===== config.mk =====
export PLATFORM = sky130hd
export DESIGN_NAME = wsw_watchdog_sleep_wake_ctrl
export DESIGN_NICKNAME = d
export VERILOG_FILES = /design/src/hw/wsw_pkg.sv /design/src/hw/wsw_watchdog_sleep_wake_ctrl.sv
export SDC_FILE = /design/constraint.sdc
export NUM_CORES = 1
export LEC_CHECK = 0
export ABC_AREA = 1
export BUFFER_PORTS_ARGS = -buffer_cell sky130_fd_sc_hd__clkbuf_2
export CAP_MARGIN = 10
export CORE_MARGIN = 4
export CORE_UTILIZATION = 58
export CTS_CLUSTER_DIAMETER = 150
export DETAILED_ROUTE_END_ITERATION = 6
export PLACE_DENSITY_LB_ADDON = 0.1
export SYNTH_ARGS = -nofsm -noshare
export SYNTH_HDL_FRONTEND = slang
export SYNTH_SLANG_ARGS = --single-unit

===== constraint.sdc =====
create_clock -name pclk -period 6.4 [get_ports pclk]
set_input_delay 1.28 -clock pclk [delete_from_list [all_inputs] [get_ports pclk]]
set_output_delay 1.28 -clock pclk [all_outputs]
set_load 0.02 [all_outputs]

===== src/hw/wsw_pkg.sv =====
// Shared constants for the watchdog, sleep and wake controller
package wsw_pkg;
    // Register indices (printed offsets) and their APB byte addresses
    localparam logic [11:0] WSW_IDX_WDT_CTRL = 12'h018;
    localparam logic [11:0] WSW_IDX_OPTION = 12'h081;
    localparam logic [11:0] WSW_IDX_STATUS = 12'h0C0;
    localparam logic [11:0] WSW_ADDR_WDT_CTRL = 12'(WSW_IDX_WDT_CTRL * 4);
    localparam logic [11:0] WSW_ADDR_OPTION = 12'(WSW_IDX_OPTION * 4);
    localparam logic [11:0] WSW_ADDR_STATUS = 12'(WSW_IDX_STATUS * 4);
    // Values after reset, and the control write mask
    localparam logic [7:0] WSW_WDT_CTRL_RST = 8'h08;
    localparam logic [7:0] WSW_OPTION_RST = 8'hFF;
    localparam logic [7:0] WSW_WDT_CTRL_MASK = 8'h1F;
    // Field positions
    localparam int WSW_SOFT_ON_BIT = 0;
    localparam int WSW_PSEL_LSB = 1;
    localparam int WSW_PRATE_LSB = 0;
    localparam int WSW_PASSIGN_BIT = 3;
    // Prescaler shaping
    localparam logic [4:0] WSW_PRESC_BASE_SHIFT = 5'h05;
    localparam logic [3:0] WSW_PSEL_MAX = 4'hB;
    localparam int WSW_COUNT_W = 24;
    // Time base and start-up delay
    localparam int WSW_LFO_FREQ_KHZ = 31;
    localparam int WSW_PCLK_FREQ_KHZ = 50000;
    localparam int WSW_OST_PERIODS = 1024;
    localparam logic [10:0] WSW_OST_LAST = 11'(WSW_OST_PERIODS - 1);
    // Interrupt vector and wake sources
    localparam logic [12:0] WSW_IRQ_VECTOR = 13'h0004;
    localparam int WSW_NUM_WAKE = 6;
    // Sleep state machine, Gray coded along awake-sleep-wait-wake
    typedef enum logic [1:0] {
        WSW_AWAKE = 2'b00,
        WSW_ASLEEP = 2'b01,
        WSW_OST_WAIT = 2'b11,
        WSW_WAKING = 2'b10
    } wsw_state_e;
endpackage : wsw_pkg


===== src/hw/wsw_watchdog_sleep_wake_ctrl.sv =====
// Watchdog timer with sleep entry and wake-up control, APB register slave
// What this block does
// RQ1: Watchdog counts ticks of low-frequency internal oscillator
// RQ2: Reset loads control with select 0100, enable off
// RQ3: Sixteen-bit prescaler divides 32 up to 65536
// RQ4: Period select doubles ratio per code from 1:32
// RQ5: Software avoids reserved period select codes
// RQ6: Configuration enable forces watchdog on continuously
// RQ7: Otherwise software enable bit starts and stops it
// RQ8: Count cleared: disabled, clear instruction, osc fail, wake
// RQ9: Crystal modes hold count clear until start-up ends
// RQ10: Sleep clears count, watchdog keeps running
// RQ11: Sleep clears power-down flag, sets time-out flag
// RQ12: Sleep switches main oscillator driver off
// RQ13: Ports hold their drive state during sleep
// RQ14: Watchdog reset never drives master-clear pin low
// RQ15: Wake on master clear, watchdog, enabled interrupt
// RQ16: Watchdog wake clears time-out flag
// RQ17: Only listed asynchronous sources can wake
// RQ18: Sleep prefetches next; individual enable alone wakes
// RQ19: Global enable set branches to vector after next
// RQ20: Pending enabled flag during sleep wakes at once
// RQ21: Watchdog or interrupt wake clears the watchdog count; master clear wake leaves it
// RQ22: Interrupt entry pushes only return address
// RQ23: Already pending interrupt makes sleep a no-op
// RQ24: Start-up delay is 1024 periods, crystal only
// RQ25: Expiry resets when awake, wakes when asleep
// RQ26: Option register adds shared prescaler when assigned
`timescale 1ns/1ns
module wsw_watchdog_sleep_wake_ctrl (
    input wire logic pclk,
    input wire logic presetn,
    input wire logic psel,
    input wire logic penable,
    input wire logic pwrite,
    input wire logic [11:0] paddr,
    input wire logic [31:0] pwdata,
    output logic [31:0] prdata,
    output logic pready,
    output logic pslverr,
    input wire logic low_freq_tick,
    input wire logic osc_period_tick,
    input wire logic config_watchdog_on,
    input wire logic crystal_mode,
    input wire logic osc_fail,
    input wire logic sleep_instr,
    input wire logic watchdog_clear_instr,
    input wire logic global_irq_enable,
    input wire logic [wsw_pkg::WSW_NUM_WAKE-1:0] wake_flags,
    input wire logic [wsw_pkg::WSW_NUM_WAKE-1:0] wake_enables,
    input wire logic master_clear_pin_n,
    input wire logic [7:0] port_out_in,
    input wire logic [7:0] port_oe_in,
    output logic [7:0] port_out,
    output logic [7:0] port_oe,
    output logic master_clear_pin_out,
    output logic master_clear_pin_oe,
    output logic osc_driver_on,
    output logic sleeping,
    output logic prefetch_next,
    output logic wake_continue,
    output logic device_reset_req,
    output logic vector_req,
    output logic [12:0] vector_addr,
    output logic push_return_only,
    output logic timeout_flag_n,
    output logic powerdown_flag_n
);
    import wsw_pkg::*;

    // Registers
    logic [7:0] watchdog_control; // Period select and software enable
    logic [7:0] option_settings; // Shared prescaler assignment and rate
    logic [WSW_COUNT_W-1:0] wdt_count; // Prescaler plus watchdog count
    logic [10:0] ost_count; // Start-up periods seen
    wsw_state_e state; // Sleep sequencer
    wsw_state_e next_state;
    logic wake_by_irq; // Wake source was an interrupt

    // Field decode
    wire logic soft_watchdog_on = watchdog_control[WSW_SOFT_ON_BIT];
    wire logic [3:0] period_select = watchdog_control[WSW_PSEL_LSB +: 4];
    wire logic prescaler_assign = option_settings[WSW_PASSIGN_BIT];
    wire logic [2:0] prescaler_rate = option_settings[WSW_PRATE_LSB +: 3];

    // Watchdog enable: configuration wins over software bit
    wire logic wdt_enabled = config_watchdog_on | soft_watchdog_on; // [RQ6] [RQ7]

    // Reserved codes saturate at the longest legal ratio
    wire logic [3:0] psel_eff = (period_select > WSW_PSEL_MAX) ? WSW_PSEL_MAX : period_select; // [RQ5]
    // Total divide is 2^shift: 32 times 2^select, times shared prescaler when assigned
    wire logic [4:0] div_shift = WSW_PRESC_BASE_SHIFT + {1'b0, psel_eff}
        + (prescaler_assign ? {2'b00, prescaler_rate} : 5'h00); // [RQ3] [RQ4] [RQ26]
    wire logic [WSW_COUNT_W-1:0] wdt_term = WSW_COUNT_W'((25'h1 << div_shift) - 25'h1);

    // Expiry on the tick that completes the selected period
    wire logic wdt_expire = wdt_enabled & low_freq_tick & (wdt_count == wdt_term); // [RQ1]

    // Interrupt pending from an individually enabled source, regardless of global enable
    wire logic irq_pending = |(wake_flags & wake_enables); // [RQ17] [RQ18]

    // Sleep instruction taken only when nothing is pending
    wire logic sleep_nop = sleep_instr & (state == WSW_AWAKE) & irq_pending; // [RQ23]
    wire logic sleep_enter = sleep_instr & (state == WSW_AWAKE) & ~irq_pending; // [RQ10]

    // Wake events while asleep
    wire logic in_sleep = (state == WSW_ASLEEP);
    wire logic wake_wdt = in_sleep & wdt_expire; // [RQ15] [RQ25]
    wire logic wake_irq = in_sleep & irq_pending & ~wdt_expire; // [RQ20]
    wire logic wake_any = wake_wdt | wake_irq;
    wire logic master_clear_pin_reset = ~master_clear_pin_n;

    // Count clear conditions
    wire logic wdt_clear = ~wdt_enabled | watchdog_clear_instr | osc_fail | sleep_enter
        | wake_any | (state == WSW_OST_WAIT) | (state == WSW_WAKING) | wdt_expire; // [RQ8] [RQ9] [RQ21]

    // Start-up timer reaches its last period
    wire logic ost_done = osc_period_tick & (ost_count == WSW_OST_LAST); // [RQ24]

    // APB decode
    wire logic apb_setup = psel & ~penable;
    wire logic apb_write = psel & penable & pwrite;
    wire logic hit_ctrl = (paddr == WSW_ADDR_WDT_CTRL);
    wire logic hit_opt = (paddr == WSW_ADDR_OPTION);
    wire logic hit_stat = (paddr == WSW_ADDR_STATUS);
    wire logic hit_any = hit_ctrl | hit_opt | hit_stat;
    wire logic [7:0] status_view = {3'h0, ost_count != 11'h000, state == WSW_ASLEEP,
        wdt_enabled, timeout_flag_n, powerdown_flag_n};
    wire logic [7:0] read_mux = hit_ctrl ? watchdog_control : hit_opt ? option_settings
        : hit_stat ? status_view : 8'h00;

    // Zero wait state slave; error on unmapped address
    assign pready = 1'b1;
    assign pslverr = psel & penable & ~hit_any;

    // Read data captured in setup phase, stable through access phase
    always_ff @(posedge pclk or negedge presetn) begin
        if (!presetn) begin
            prdata <= 32'h0000_0000;
        end else if (apb_setup) begin
            prdata <= {24'h00_0000, read_mux};
        end
    end

    // Control and option registers
    always_ff @(posedge pclk or negedge presetn) begin
        if (!presetn) begin
            watchdog_control <= WSW_WDT_CTRL_RST; // [RQ2]
            option_settings <= WSW_OPTION_RST;
        end else begin
            // Unimplemented control bits stay zero; option register keeps all eight bits as written
            if (apb_write && hit_ctrl) begin
                watchdog_control <= pwdata[7:0] & WSW_WDT_CTRL_MASK;
            end
            if (apb_write && hit_opt) begin
                option_settings <= pwdata[7:0];
            end
        end
    end

    // Prescaler and watchdog counter on oscillator ticks
    always_ff @(posedge pclk or negedge presetn) begin
        if (!presetn) begin
            wdt_count <= '0;
        end else if (wdt_clear) begin
            wdt_count <= '0; // [RQ8]
        end else if (low_freq_tick) begin
            wdt_count <= wdt_count + 24'h00_0001; // [RQ1]
        end
    end

    // Sleep sequencer next state
    always_comb begin
        next_state = state;
        case (state)
            WSW_AWAKE: begin
                // Enter sleep unless an enabled interrupt is pending
                if (sleep_enter) begin
                    next_state = WSW_ASLEEP;
                end
            end
            WSW_ASLEEP: begin
                // Crystal modes wait for the start-up timer
                if (wake_any) begin
                    next_state = crystal_mode ? WSW_OST_WAIT : WSW_WAKING; // [RQ24]
                end
            end
            WSW_OST_WAIT: begin
                // Count stays clear until the last period
                if (ost_done) begin
                    next_state = WSW_WAKING; // [RQ9]
                end
            end
            WSW_WAKING: begin
                next_state = WSW_AWAKE;
            end
            default: begin
                next_state = WSW_AWAKE;
            end
        endcase
    end

    // Sleep sequencer state, master clear forces awake
    always_ff @(posedge pclk or negedge presetn) begin
        if (!presetn) begin
            state <= WSW_AWAKE;
        end else if (master_clear_pin_reset) begin
            state <= WSW_AWAKE; // [RQ15]
        end else begin
            state <= next_state;
        end
    end

    // Start-up period counter, only while waiting
    always_ff @(posedge pclk or negedge presetn) begin
        if (!presetn) begin
            ost_count <= 11'h000;
        end else if (state != WSW_OST_WAIT) begin
            ost_count <= 11'h000;
        end else if (osc_period_tick) begin
            ost_count <= ost_count + 11'h001; // [RQ24]
        end
    end

    // Remember the wake cause for the vector decision
    always_ff @(posedge pclk or negedge presetn) begin
        if (!presetn) begin
            wake_by_irq <= 1'b0;
        end else if (wake_any) begin
            wake_by_irq <= wake_irq;
        end
    end

    // Status flags: set on power-up
    always_ff @(posedge pclk or negedge presetn) begin
        if (!presetn) begin
            timeout_flag_n <= 1'b1;
            powerdown_flag_n <= 1'b1; // [RQ16]
        end else if (wdt_expire && state != WSW_OST_WAIT) begin
            timeout_flag_n <= 1'b0; // [RQ16] [RQ25]
        end else if (sleep_enter) begin
            timeout_flag_n <= 1'b1;
            powerdown_flag_n <= 1'b0; // [RQ11]
        end else if (watchdog_clear_instr) begin
            timeout_flag_n <= 1'b1;
            powerdown_flag_n <= 1'b1;
        end
    end

    // Core-facing pulses
    always_ff @(posedge pclk or negedge presetn) begin
        if (!presetn) begin
            prefetch_next <= 1'b0;
            wake_continue <= 1'b0;
            device_reset_req <= 1'b0;
            vector_req <= 1'b0;
            push_return_only <= 1'b0;
        end else begin
            prefetch_next <= sleep_enter; // [RQ18]
            wake_continue <= (state == WSW_WAKING); // [RQ15]
            device_reset_req <= (wdt_expire & (state == WSW_AWAKE)) | master_clear_pin_reset; // [RQ25]
            // Branch after the instruction following sleep
            vector_req <= wake_continue & wake_by_irq & global_irq_enable; // [RQ19]
            push_return_only <= wake_continue & wake_by_irq & global_irq_enable; // [RQ22]
        end
    end

    // Port drive: follows core while awake, frozen during sleep
    always_ff @(posedge pclk or negedge presetn) begin
        if (!presetn) begin
            port_out <= 8'h00;
            port_oe <= 8'h00;
        end else if (state == WSW_AWAKE && !sleep_enter) begin
            port_out <= port_out_in; // [RQ13]
            port_oe <= port_oe_in;
        end
    end

    // Fixed outputs and sleep indications
    assign vector_addr = WSW_IRQ_VECTOR;
    assign master_clear_pin_out = 1'b0;
    assign master_clear_pin_oe = 1'b0; // [RQ14]
    assign sleeping = in_sleep;
    assign osc_driver_on = ~in_sleep; // [RQ12]
endmodule : wsw_watchdog_sleep_wake_ctrl


Word-level counts from Yosys, hierarchy flattened
Cells that the tools add are included.
{ "totals": {"ff_bits": 81, "output_inout_bits": 74, "in_bits": 86, "word_cells": 103} }
{ "classes": {"n_lt_le_gt_ge": 1, "eq_ne": 12, "bitwise": 36, "n_addsub": 5, "reduce_logical": 14, "n_shift": 1, "mux": 19} }
{ "op_table": {"columns": ["operator", "count"], "rows": [
  ["24-bit two-way mux", 2],
  ["24-bit by 1-bit adder with 24-bit output (second input constant)", 1],
  ["12-bit by 10-bit == test with 1-bit output (second input constant)", 2],
  ["24-bit == test", 1],
  ["1-bit by 5-bit << shifter with 24-bit output (first input constant)", 1],
  ["24-bit by 1-bit subtractor with 24-bit output (second input constant)", 1],
  ["11-bit two-way mux", 2],
  ["8-bit two-way mux", 2],
  ["1-bit bitwise AND", 15],
  ["12-bit by 7-bit == test with 1-bit output (second input constant)", 1],
  ["1-bit bitwise OR", 12],
  ["11-bit by 1-bit adder with 11-bit output (second input constant)", 1],
  ["11-bit by 10-bit == test with 1-bit output (second input constant)", 1],
  ["11-bit nonzero test", 1],
  ["2-bit two-way mux", 4],
  ["1-bit inverter", 8],
  ["2-bit one-hot mux with 4 select lines", 1],
  ["6-bit bitwise AND", 1],
  ["3-bit inequality test (second input constant)", 2],
  ["2-bit nonzero test", 3],
  ["6-bit OR reduction", 1],
  ["3-bit by 4-bit adder with 5-bit output (first input constant)", 1],
  ["5-bit by 3-bit adder with 5-bit output", 1],
  ["1-bit two-way mux", 5],
  ["other kinds (14)", 18]
]} }

Logic depth before layout (Yosys ltp)
Gate-level depths: netlist of run 1.
{ "logic_depth": {"word_depth": 16, "ltp_mapped": 30, "mapped_depth_nobuf": 28} }

Worst setup path after synthesis of run 1
OpenSTA, ideal clock, no wires.
{ "synth_path": {"path_kind": "reg-to-reg", "from": "register watchdog_control[3]", "to": "register wake_by_irq", "stages_incl_launch_ff": 26, "t_arrival_ps": 3689, "period_less_slack_ps": 3831, "path_slack_ps": 2569, "setup_time_ps": 142, "required_ps": 6258, "n_path_buf": 3, "path_cell_list": "dfstp_2 inv_1 o21ai_0 ha_1 ha_1 inv_1 fa_1 buf_2 nand3_1 nor2_2 nand2_2 ha_1 xor2_1 nand3_1 a21oi_1 nand3_1 nor2_1 nand2_1 nor2_1 nand2_1 nor2_1 nand3_2 nor2_4 buf_6 buf_6 a21oi_1"} }
{ "synth_between": {"elab_chain_len": 11, "word_cells_on_any_way": 12, "cone_classes": "add/sub: 3; order compare: 1; eq/ne: 1; shift: 1; mux: 1; bitwise: 5"} }
{ "synth_lines": {"columns": ["item", "line", "rtl"], "rows": [
  ["from (decl)", "wsw_watchdog_sleep_wake_ctrl.sv:72", "logic [7:0] watchdog_control;"],
  ["from (signal assigned)", "wsw_watchdog_sleep_wake_ctrl.sv:153", "watchdog_control <= pwdata[7:0] & WSW_WDT_CTRL_MASK;"],
  ["4-bit > comparator", "wsw_watchdog_sleep_wake_ctrl.sv:90", "wire logic [3:0] psel_eff = (period_select > WSW_PSEL_MAX) ? WSW_PSEL_MAX : period_select;"],
  ["4-bit two-way mux (*)", "wsw_watchdog_sleep_wake_ctrl.sv:90", null],
  ["3-bit by 4-bit adder with 5-bit output (*)", "wsw_watchdog_sleep_wake_ctrl.sv:92", "wire logic [4:0] div_shift = WSW_PRESC_BASE_SHIFT + {1'b0, psel_eff}"],
  ["5-bit by 3-bit adder with 5-bit output (*)", "wsw_watchdog_sleep_wake_ctrl.sv:93", "+ (prescaler_assign ? {2'b00, prescaler_rate} : 5'h00);"],
  ["1-bit by 5-bit << shifter with 24-bit output (*)", "wsw_watchdog_sleep_wake_ctrl.sv:94", "wire logic [WSW_COUNT_W-1:0] wdt_term = WSW_COUNT_W'((25'h1 << div_shift) - 25'h1);"],
  ["24-bit by 1-bit subtractor with 24-bit output (*)", "wsw_watchdog_sleep_wake_ctrl.sv:94", null],
  ["24-bit == test (*)", "wsw_watchdog_sleep_wake_ctrl.sv:97", "wire logic wdt_expire = wdt_enabled & low_freq_tick & (wdt_count == wdt_term);"],
  ["1-bit bitwise AND (*)", "wsw_watchdog_sleep_wake_ctrl.sv:97", null],
  ["1-bit inverter", "wsw_watchdog_sleep_wake_ctrl.sv:109", "wire logic wake_irq = in_sleep & irq_pending & ~wdt_expire;"],
  ["1-bit bitwise AND", "wsw_watchdog_sleep_wake_ctrl.sv:109", null],
  ["1-bit bitwise OR", "wsw_watchdog_sleep_wake_ctrl.sv:110", "wire logic wake_any = wake_wdt | wake_irq;"],
  ["to (signal assigned)", "wsw_watchdog_sleep_wake_ctrl.sv:230", "wake_by_irq <= wake_irq;"],
  ["to (decl)", "wsw_watchdog_sleep_wake_ctrl.sv:78", "logic wake_by_irq;"]
]} }
Every way passes the cells marked *; elsewhere a longest branch is shown, timed or not.
A chain may end at the register's enable or synchronous reset.

Final worst setup path of run 1
{ "layout_path": {"from": "register watchdog_control[3]", "to": "register wdt_count[10]"} }
{ "layout_between": {"elab_chain_len": 16, "word_cells_on_any_way": 18, "cone_classes": "add/sub: 3; order compare: 1; eq/ne: 1; shift: 1; mux: 2; bitwise: 9; reduce/logical: 1"} }
{ "layout_lines": {"columns": ["item", "line", "rtl"], "rows": [
  ["4-bit > comparator", "wsw_watchdog_sleep_wake_ctrl.sv:90", null],
  ["4-bit two-way mux (*)", "wsw_watchdog_sleep_wake_ctrl.sv:90", null],
  ["3-bit by 4-bit adder with 5-bit output (*)", "wsw_watchdog_sleep_wake_ctrl.sv:92", null],
  ["5-bit by 3-bit adder with 5-bit output (*)", "wsw_watchdog_sleep_wake_ctrl.sv:93", null],
  ["1-bit by 5-bit << shifter with 24-bit output (*)", "wsw_watchdog_sleep_wake_ctrl.sv:94", null],
  ["24-bit by 1-bit subtractor with 24-bit output (*)", "wsw_watchdog_sleep_wake_ctrl.sv:94", null],
  ["24-bit == test (*)", "wsw_watchdog_sleep_wake_ctrl.sv:97", null],
  ["1-bit bitwise AND (*)", "wsw_watchdog_sleep_wake_ctrl.sv:97", null],
  ["1-bit inverter", "wsw_watchdog_sleep_wake_ctrl.sv:109", null],
  ["1-bit bitwise AND", "wsw_watchdog_sleep_wake_ctrl.sv:109", null],
  ["1-bit bitwise OR", "wsw_watchdog_sleep_wake_ctrl.sv:110", null],
  ["1-bit bitwise OR (3 in a row)", "wsw_watchdog_sleep_wake_ctrl.sv:115", "| wake_any | (state == WSW_OST_WAIT) | (state == WSW_WAKING) | wdt_expire;"],
  ["1-bit bitwise OR (*)", "wsw_watchdog_sleep_wake_ctrl.sv:115", null],
  ["24-bit two-way mux or 2-bit nonzero test (tied branches)", null, null],
  ["to (signal assigned)", "wsw_watchdog_sleep_wake_ctrl.sv:168", "wdt_count <= wdt_count + 24'h00_0001;"],
  ["to (decl)", "wsw_watchdog_sleep_wake_ctrl.sv:74", "logic [WSW_COUNT_W-1:0] wdt_count;"]
]} }
Marks and branches as above.

==> metrics.md, run 1 <==
| Metric | Value |
|---|---|
| Max stage delay on crit path | `approximately 0.67 ns` |
| Slowest cell on crit path | `fa_1` |
| Relative slew slack | `0.334` |
| Synth Warn # | `0` |
| Ports | `160` |
| Clock latency at the later pin of the worst-skew pair | `0.36 ns` |
| Num rows | `36` |
| Post-synth top cells | `257 x nand2_1, 98 x inv_1, 94 x nor2_1, 78 x nand3_1, 70 x dfrtp_1` |
| Period utilisation layout | `0.767` |
| P_sw | `0.299 mW` |
| Initial antenna violation count | `0` |
| FMAX | `roughly 200 MHz` |
| Setup crit start | `watchdog_control[3]$_DFFE_PN1P_` |
| Layout net count | `1053` |
| CP Capture Point | `wdt_count[10]$_DFFE_PN0P_` |
| Final setup fails | `0` |
| Sequential Power Share | `0.505` |
| Clock share of power | `0.365` |
| Synth cell types | `43` |
| FILL cells | `~940` |
| Cts hold-fix bufs | `0` |
| Area grow syn2layout | `9.58%` |
| CP cell instances | `inv_1 -> o21ai_0 -> ha_1 -> ha_1 -> inv_1 -> fa_1 -> nand3_1 -> nor2_2 -> nand2_2 -> ha_1 -> xor2_1 -> nand3_1 -> a21oi_1 -> nand3_1 -> nor2_1 -> nand2_1 -> nor2_1 -> nand2_1 -> nor2_1 -> nand3_2 -> nor2_4 -> nor2_2 -> and3_1` |
| Synth area leaders | `dfrtp_1 29%, nand2_1 16%, nand3_1 6.6%, inv_1 6.2%, nor2_1 5.9%` |
| Fin. Hold Viols | `0` |
| Crit path depth | `23` |
| Yosys reg bits | `81` |
| Post-synth ARST share | `1.00` |
| Share of post-route cells with drive strength above 1 | `0.175` |
| Initial core utilization | `0.604` |
| Total setup buffers inserted after CTS | `0` |
| EDFF count, synth | `0` |
| Via density | `a little over 5` |
| Area of the core | `a little under 10000 um2` |
| Minimum clock period | `roughly 4.9 ns` |
| WL/cell | `between 10 and 15 um` |
| Clock tree buffer depth | `2` |
| Register area share after synthesis | `0.343` |
| Reg2reg path depth | `23` |
| Top cell type's share of synthesized area | `0.294` |
| Crit path max-delay family | `simple AND/OR/NAND/NOR gates` |
| Synthesized area | `approximately 6000 um2` |
| VDD IR max | `about 0.15 mV` |
| Syn Inst Count | `871` |
| Die Area | `11900 um2` |
| Status | `finished, final reports clean` |
| Leak | `3.49 nW` |
| Worst-path fanout max | `20` |
| Reg-to-reg startpoint | `watchdog_control[3]$_DFFE_PN1P_` |
| Buf/Inv on CP | `2` |
| Drt total wl | `14600 um` |
| Type of the worst min-delay path | `reg2reg` |
| Number of global-route vias before repair | `5377` |
| Combinational Power Share | `0.129` |
| Port-buffer cells | `95` |
| Critical Path Start Type | `flip-flop` |
| Antenna Cells | `0` |
| Final Core Density | `0.661` |
| Htree depth | `3` |
| DP Area | `~6300 um2` |
| Final ANT Viol Nets | `0` |
| First-pass GRT wire length | `24600 um` |
| DRC violations left | `0` |
| Power, Total | `1.07 mW` |
| Vias | `5660` |
| Cell taking the most area after synthesis | `dfrtp_1` |
| Count of TritonRoute iterations in the first routing pass | `5` |
| PwrDens | `~160 nW/um2` |
| Largest net degree at the start of global routing | `between 80 and 90` |
| Chip width | `109 um` |
| Critical Path RT | `6.65 ns` |
| Placed insts | `roughly 1100` |
| Setup crit end kind | `flip-flop` |
| Max-slew violations | `0` |
| CTS Buf Count | `9` |
| Worst-path clk slew | `roughly 0.08 ns` |
| Capturing point of the worst reg2reg path | `wdt_count[10]$_DFFE_PN0P_` |
| Clk sinks | `81` |
| Switch share | `0.280` |
| Total track usage | `0.259` |
| Final HPWL DP | `11500 um` |
| Setup CP Type | `reg2reg` |
| CTS Root Cell | `clkbuf_8` |
| Worst-Margin Slew | `between 0.9 and 1 ns` |
| CTS tree | `built` |
| Maximum Capacitance Violations | `0` |
| Post-CTS resize count | `0` |
| Fin cells | `about 1100` |
| RSZ-0062 raised after global routing | `false` |
| Worst clock skew | `0.00660 ns` |
| Top-count cell post-synth | `nand2_1` |
| Worst reg-to-reg setup slack | `around 1.5 ns` |
| Die Span Y | `~110 um` |
| Setup TNS | `0 ns` |
| Worst path arrival time | `5.16 ns` |
| Global route overflow | `0` |
| Pint | `just under 0.8 mW` |
| Design Area, Final | `6520 um2` |
| Drt initial violations | `470` |
| Mapped Avg Cell Area | `between 6 and 7 um2` |
| RePlAce Congestion | `0.945` |
| Prevailing post-synth register cell | `dfrtp_1` |
## worst reg2reg max path: cells and delay by family (launching register included)
| kind | cells | cell delay [ns] |
|---|---|---|
| AO/OA/AOI/OAI | 2 | 0.33 |
| buffers and inverters | 2 | 0.10 |
| flip-flops | 1 | 0.57 |
| AND/OR/NAND/NOR | 14 | 2.31 |
| XOR/XNOR | 1 | 0.15 |
| adder cells (fa/ha/maj) | 4 | 1.34 |
## state kept, by name, indices dropped and copies added (netlist names)
name              flops
prefetch_next         1
wake_by_irq           1
state                 2
watchdog_control      5
push_return_only      1
port_oe               8
prdata                8
wdt_count            24
timeout_flag_n        1
powerdown_flag_n      1
wake_continue         1
option_settings       8
ost_count            11
port_out              8
device_reset_req      1
## kinds of logic (layout without fill, tap and decap cells)
| kind of cell | Yosys count | in the layout | synth area share |
|---|---|---|---|
| other | 2 | 40 | 0.00126 |
| AOI/OAI and AO/OA | 60 | 60 | 0.0578 |
| adders and majority gates | 11 | 11 | 0.0244 |
| buffers and inverters | 166 | 218 | 0.139 |
| muxes | 3 | 3 | 0.00567 |
| xor gates and xnor gates | 26 | 26 | 0.0383 |
| DFF | 81 | 81 | 0.343 |
| and+or+nand+nor | 522 | 522 | 0.391 |
## power by group through the flow
stage	clock network [mW]	logic, mW	registers, mW
after global placement	0	0.136	0.549
after detailed placement	0	0.139	0.549
after global routing	0.425	0.154	0.542
after CTS	0.398	0.139	0.540
after floorplan	0	0.0808	0.568
final	0.390	0.138	0.540
## cell type report
class | instances | area (um2) | area share
clock buffer | 12 | 155 | 0.0238
clock inverter | 4 | 51.3 | 0.00786
inverter | 107 | 402 | 0.0616
multi-input combinational | 662 | 3230 | 0.495
sequential | 81 | 2040 | 0.313
tap | 133 | 166 | 0.0255
timing repair buffer | 95 | 478 | 0.0733
## placed cells by master, fill, tap and decap left out, drive strengths merged, types with 20 or more instances in the layout
| cell | instances |
|---|---|
| xor2 | 23 |
| nand2 | 273 |
| dfrtp | 70 |
| nand3 | 82 |
| a21oi | 20 |
| inv | 103 |
| clkbuf | 106 |
| o21ai | 28 |
| nor3 | 24 |
| nor2 | 110 |
| conb | 40 |
## per-layer routing
layer,vias to the layer above,GRT usage,share of wire
met4,0,0.0846,0.024
met2,205,0.414,0.45
met5,-,0,0
met3,27,0.0499,0.075
met1,2585,0.354,0.45
li1,2843,-,-
## how the worst min path moves through the flow
stage | end | cells after the start | from
finish | port_out[5]$_DFFE_PN0P_ | 2 | port_out[5]$_DFFE_PN0P_
global route | powerdown_flag_n$_DFFE_PN1P_ | 2 | powerdown_flag_n$_DFFE_PN1P_
CTS | port_out[4]$_DFFE_PN0P_ | 2 | port_out[4]$_DFFE_PN0P_
detailed placement | port_out[5]$_DFFE_PN0P_ | 2 | port_out[5]$_DFFE_PN0P_
global placement | port_out[1]$_DFFE_PN0P_ | 2 | port_out[1]$_DFFE_PN0P_
floorplan | ost_count[6]$_DFFE_PN0P_ | 1 | ost_count[6]$_DFFE_PN0P_
## per-stage QoR
stage	hold slack, ns	worst slack, ns
2_1_floorplan	0.456	2.57
3_3_place_gp	0.463	1.65
3_5_place_dp	0.467	1.55
4_1_cts	0.490	1.50
5_1_grt	0.510	1.08
6_report	0.489	1.49
(Power assumes the default switching activity.)
==> run 2: changes to the inputs <==
- CORE_UTILIZATION: 58 -> 49
- clock period: 6.4 -> 4.3 ns (I/O delays scaled with it)
==> metrics.md, run 2 (same netlist as run 1, synthesis figures left out) <==
| Metric | Value |
|---|---|
| FILL cells | `~1200` |
| Final ANT Viol Nets | `0` |
| Combinational Power Share | `0.117` |
| Max reg flops | `24` |
| CTS tree | `built` |
| Ports | `160` |
| Slowest cell on crit path | `dfstp_2` |
| Hold_ws | `roughly 0.48 ns` |
| Die Span Y | `between 100 and 150 um` |
| Vias | `between 5000 and 6000` |
| RePlAce Congestion | `around 0.91` |
| WL/cell | `between 10 and 15 um` |
| Worst-Margin Slew | `1.01 ns` |
| Most frequent cells in the layout | `257 x nand2_1, 98 x inv_1, 94 x clkbuf_2, 92 x nor2_1, 77 x nand3_1` |
| Clock latency at the later pin of the worst-skew pair | `0.34 ns` |
| CTS Buf Count | `9` |
| Count of TritonRoute iterations in the first routing pass | `5` |
| Via density | `roughly 4.9` |
| Worst-path clk slew | `about 0.060 ns` |
| Clock share of power | `0.431` |
| Layout net count | `about 1100` |
| Critical Path Start Type | `flip-flop` |
| Worst clock skew | `0.00689 ns` |
| Switch share | `0.270` |
| Fin. Hold Viols | `0` |
| Area of the multi-input gates | `3260 um2` |
| Clk sinks | `between 80 and 90` |
| Worst path arrival time | `around 4.3 ns` |
| Max-slew violations | `0` |
| Sequential Area | `2040 um2` |
| Num rows | `39` |
| Area of the core | `between 10000 and 15000 um2` |
| Number of global-route vias before repair | `5074` |
| Leak | `around 3.6 nW` |
| Minimum clock period | `4.03 ns` |
| Largest net degree at the start of global routing | `82` |
| PwrDens | `~260 nW/um2` |
| Max stage delay on crit path | `between 0.5 and 0.6 ns` |
| Port-buffer cells | `95` |
| VDD IR max | `between 0.2 and 0.3 mV` |
| Type of the worst min-delay path | `reg2reg` |
| Min-Delay Startpoint | `prdata[5]$_DFFE_PN0P_` |
| DRC violations left | `0` |
| DP Area | `around 6400 um2` |
| Relative slew slack | `0.325` |
| Share of post-route cells with drive strength above 1 | `0.194` |
| Critical Path RT | `roughly 4.6 ns` |
| Setup crit start | `watchdog_control[3]$_DFFE_PN1P_` |
| Drt total wl | `between 10000 and 15000 um` |
| Period utilisation layout | `0.937` |
| Maximum Capacitance Violations | `0` |
| Worst-path fanout max | `10` |
| Drt initial violations | `a little over 400` |
| Final setup fails | `0` |
| Power, Total | `1.78 mW` |
| Status | `finished, final reports clean` |
| Top Registers | `wdt_count: 24 flops, ost_count: 11 flops` |
| Final HPWL DP | `about 11000 um` |
| Final Worst Setup Slack | `approximately 0.27 ns` |
| Cts hold-fix bufs | `0` |
| Total track usage | `0.211` |
| Pint | `around 1.3 mW` |
| Design Area, Final | `about 6800 um2` |
| Setup CP Type | `reg2reg` |
| P_sw | `about 0.48 mW` |
| Die Area | `14000 um2` |
| Most common cell after layout, fill and taps aside | `nand2_1` |
| Initial antenna violation count | `0` |
| Reg-to-reg startpoint | `watchdog_control[3]$_DFFE_PN1P_` |
| Global route overflow | `0` |
| Area grow syn2layout | `14.0%` |
| Register with the most flip-flops | `wdt_count` |
| Post-Place Setup Slack | `0.174 ns` |
| Setup crit end kind | `flip-flop` |
| Antenna Cells | `0` |
| Sequential Power Share | `0.451` |
| First-pass GRT wire length | `24400 um` |
| Clock tree buffer depth | `2` |
| CTS Root Cell | `clkbuf_16` |
| Chip width | `about 120 um` |
| Initial core utilization | `0.510` |
| FMAX | `roughly 250 MHz` |
| Htree depth | `3` |
[run 2: cell types whose count changed in the layout (fill, tap and decap cells not counted), sizes merged]
cell,previous run,this run
buf,1,16
clkbuf,106,104
clkinv,6,8
clkinvlp,1,0
inv,103,104
[run 2: worst paths after layout]
path | endpoint | cells past startpoint | slack (ns)
max | powerdown_flag_n$_DFFE_PN1P_ | 26 | 0.27
min | prdata[5]$_DFFE_PN0P_ | 2 | 0.48
max reg2reg | powerdown_flag_n$_DFFE_PN1P_ | 26 | 0.27
min reg2reg | prdata[5]$_DFFE_PN0P_ | 2 | 0.48
max in group asynchronous | wdt_count[21]$_DFFE_PN0P_ | 1 | 2.97
min in group asynchronous | ost_count[3]$_DFFE_PN0P_ | 1 | 0.68
[run 2: final cells by class]
class                           count  area share
Multi-Input combinational cell    662       0.481
Clock buffer                       10      0.0337
Tap cell                          143      0.0264
Clock inverter                      6     0.00977
Timing Repair Buffer              110      0.0892
Sequential cell                    81       0.301
Inverter                          107      0.0592
[run 2: critical path: cells and delay by family, from the launching register on]
family,cells,cell delay [ns]
adder cells (fa/ha/maj),4,1.20
AO/OA/AOI/OAI,3,0.30
XOR/XNOR,1,0.14
flip-flops,1,0.57
buffers and inverters,3,0.26
AND/OR/NAND/NOR,15,1.50
[run 2: power groups by stage]
stage               registers [mW]  logic, mW  clock network, mW
finish                       0.805      0.209              0.769
global route                 0.808      0.233              0.821
CTS                          0.805      0.211              0.785
detailed placement           0.816      0.212                  0
global placement             0.818      0.210                  0
floorplan                    0.846      0.120                  0
[run 2: stage by stage]
stage               TNS [ns]  std cells   util
floorplan                  0        909      -
global placement           0       1099  0.550
detailed placement         0       1099  0.550
CTS                        0       1115  0.575
global route         -0.0117       1119  0.582
finish                     0       1119  0.582
[run 2: what timing repair did]
action | in CTS | in global routing
resized for setup | 0 | 12
endpoints found under the setup margin | 0 | 30
buffers inserted | 0 | 4
[run 2: layer usage]
| metal | track usage | up-vias | share of wire | routed length, um |
|---|---|---|---|---|
| li1 | - | 2883 | - | - |
| met1 | 0.298 | 2448 | 0.48 | 6910 |
| met2 | 0.327 | 164 | 0.45 | 6430 |
| met3 | 0.0492 | 20 | 0.059 | 858 |
| met4 | 0.0535 | 0 | 0.016 | 233 |
| met5 | 0 | - | 0 | 0 |
==> run 3: changes to the inputs <==
- ABC_AREA: 1 -> unset
- CORE_UTILIZATION: 49 -> 47
==> metrics.md, run 3 <==
| Metric | Value |
|---|---|
| M2 GR Usage | `0.326` |
| Relative slew slack | `0.319` |
| FILL cells | `approximately 900` |
| Post-synth top cells | `70 x dfrtp_1, 58 x nor2_1, 45 x buf_4, 39 x nand2_1, 30 x mux2_2` |
| Status | `complete, but fails checks` |
| Maximum Capacitance Violations | `0` |
| Largest net degree at the start of global routing | `between 80 and 90` |
| Most frequent cells in the layout | `94 x clkbuf_2, 70 x dfrtp_1, 58 x nor2_1, 40 x conb_1, 40 x buf_4` |
| WL/cell | `approximately 16 um` |
| Sequential Area | `about 2000 um2` |
| Worst-path clk slew | `0.09 ns` |
| Final Core Density | `0.589` |
| FMAX | `around 230 MHz` |
| Setup CP Type | `reg2reg` |
| Area grow syn2layout | `20.6%` |
| Period utilisation layout | `1.02` |
| Final Worst Setup Slack | `-0.0715 ns` |
| P_sw | `about 0.46 mW` |
| Pint | `between 1 and 1.5 mW` |
| Top Registers | `wdt_count: 24 flops, ost_count: 11 flops` |
| Synth cell types | `65` |
| Top cell type's share of synthesized area | `0.343` |
| Critical Path RT | `roughly 4.6 ns` |
| Chip width | `112 um` |
| Most common cell after layout, fill and taps aside | `clkbuf_2` |
| Area of the core | `10500 um2` |
| Fin. Hold Viols | `0` |
| Drt total wl | `roughly 13000 um` |
| Final HPWL DP | `between 9000 and 10000 um` |
| Minimum clock period | `4.37 ns` |
| Switch share | `0.293` |
| Layout net count | `approximately 760` |
| Share of post-route cells with drive strength above 1 | `0.345` |
| Syn Inst Count | `between 500 and 600` |
| Ports | `160` |
| Die Span Y | `roughly 110 um` |
| PwrDens | `about 250 nW/um2` |
| Drt initial violations | `between 200 and 250` |
| Die Area | `between 10000 and 15000 um2` |
| Type of the worst min-delay path | `reg2reg` |
| DP Area | `approximately 5800 um2` |
| Worst clock skew | `0.0115 ns` |
| Met1 Track Usage GR | `0.262` |
| Power, Total | `roughly 1.6 mW` |
| Register area share after synthesis | `0.399` |
| Design Area, Final | `roughly 6200 um2` |
| Antenna Cells | `0` |
| Critical Path Start Type | `flip-flop` |
| VDD IR max | `between 0.15 and 0.2 mV` |
| Cell taking the most area after synthesis | `dfrtp_1` |
| Hold_ws | `0.514 ns` |
| Htree depth | `3` |
| Num rows | `37` |
| Port-buffer cells | `95` |
| Clk sinks | `just over 80` |
| Max reg flops | `24` |
| Global route overflow | `0` |
| Combinational Power Share | `0.148` |
| Setup crit end kind | `flip-flop` |
| CTS Buf Count | `9` |
| Clock tree buffer depth | `2` |
| Sequential Power Share | `0.521` |
| Count of TritonRoute iterations in the first routing pass | `5` |
| Final ANT Viol Nets | `0` |
| Prevailing post-synth register cell | `dfrtp_1` |
| Clock share of power | `0.331` |
| First-pass GRT wire length | `between 20000 and 25000 um` |
| Worst path arrival time | `roughly 4.7 ns` |
| Failing checks | `negative setup slack` |
| RSZ-0062 raised after global routing | `true` |
| Global route hottest layer | `met2` |
| Max-slew violations | `0` |
| CTS tree | `built` |
| Setup TNS | `-0.985 ns` |
| Via density | `about 5.4` |
| RePlAce Congestion | `~0.93` |
| Area of the multi-input gates | `2860 um2` |
| CTS Root Cell | `clkbuf_8` |
| Clock latency at the later pin of the worst-skew pair | `~0.36 ns` |
| Yosys reg bits | `between 80 and 90` |
| Initial antenna violation count | `0` |
| Final setup fails | `26` |
| Leak | `roughly 2.8 nW` |
| Mapped Avg Cell Area | `between 9 and 10 um2` |
| Post-synth ARST share | `1.00` |
| Met3 usage | `0.0420` |
| DRC violations left | `0` |
| Worst-path fanout max | `6` |
| Total track usage | `0.200` |
| Synth area leaders | `dfrtp_1 34%, buf_4 6.6%, mux2_2 6.6%, dfstp_2 5.7%, xor2_1 4.8%` |
| Initial core utilization | `0.488` |
| Worst-Margin Slew | `roughly 1.0 ns` |
| EDFF count, synth | `0` |
| Register with the most flip-flops | `wdt_count` |
| Synth Warn # | `0` |
| Number of global-route vias before repair | `roughly 4300` |
| Top-count cell post-synth | `dfrtp_1` |
| Synthesized area | `5110 um2` |
| Vias | `~4400` |
## run 3: worst max-delay path, stage by stage, from the launching register on
cell and delay, ns:
dfrtp_1 0.44, a21o_1 0.20, ha_1 0.27, ha_2 0.18, inv_2 0.04, fa_2 0.38, xnor2_2 0.18, a2111oi_4 0.41
nand2_1 0.16, ha_4 0.23, nor2b_4 0.13, nand3_2 0.08, or3_1 0.33, nand3_2 0.08, xor2_1 0.07, or4_4 0.57
and4bb_4 0.38, o311a_1 0.17
## run 3: timing repair
item | CTS | global route
gates resized for setup | 10 | 20
hold buffers | 0 | 0
setup endpoints to repair | 30 | 30
gates cloned | 0 | 0
pin swaps | 13 | 5
buffers inserted | 6 | 2
## run 3: power groups by stage
stage               Sequential [mW]  Combinational, mW  Clock (mW)
global placement              0.829              0.229           0
finish                        0.816              0.233       0.519
floorplan                     0.863              0.131           0
detailed placement            0.831              0.232           0
global route                  0.821              0.253       0.576
CTS                           0.816              0.233       0.538
## run 3: cell families (layout without fill, tap and decap cells)
| family | Yosys count | in the layout | synth area share |
|---|---|---|---|
| other | 2 | 40 | 0.00147 |
| adder cells (fa/ha/maj) | 11 | 11 | 0.0284 |
| flip-flops | 81 | 81 | 0.399 |
| multiplexers | 34 | 34 | 0.0739 |
| AND/OR/NAND/NOR | 204 | 204 | 0.202 |
| buffers and inverters | 90 | 174 | 0.0997 |
| XOR/XNOR | 44 | 44 | 0.0784 |
| AO/OA/AOI/OAI | 82 | 82 | 0.117 |
## run 3: final cells by class
class,count,share of cell area
clock inverter,5,0.00629
inverter,18,0.0110
tap,136,0.0276
clock buffer,11,0.0229
multi-input combinational,415,0.463
sequential,81,0.331
timing repair buffer,140,0.138
## run 3: final timing paths
check | from | endpoint | slack (ns) | cells after the start
max in group asynchronous | presetn | wdt_count[16]$_DFFE_PN0P_ | 2.97 | 1
worst max-delay path | watchdog_control[4]$_DFFE_PN0P_ | state[1]$_DFFE_PN0P_ | -0.07 | 17
min in group asynchronous | presetn | prdata[5]$_DFFE_PN0P_ | 0.65 | 1
worst min register to register | port_out[2]$_DFFE_PN0P_ | port_out[2]$_DFFE_PN0P_ | 0.51 | 1
worst min-delay path | port_out[2]$_DFFE_PN0P_ | port_out[2]$_DFFE_PN0P_ | 0.51 | 1
worst max register to register | watchdog_control[4]$_DFFE_PN0P_ | state[1]$_DFFE_PN0P_ | -0.07 | 17
## run 3: per-stage QoR
step / instances / worst slack, ns
detailed placement: 782 / -0.385
finish: 806 / -0.0715
CTS: 804 / -0.0964
global route: 806 / -0.282
floorplan: 586 / 0.0128
global placement: 782 / -0.304
## run 3: per-layer routing
metal  wire length, um  part of all wire
met1              5460              0.44
met5                 0                 0
met3               831             0.066
met2              6040              0.48
met4               191             0.015
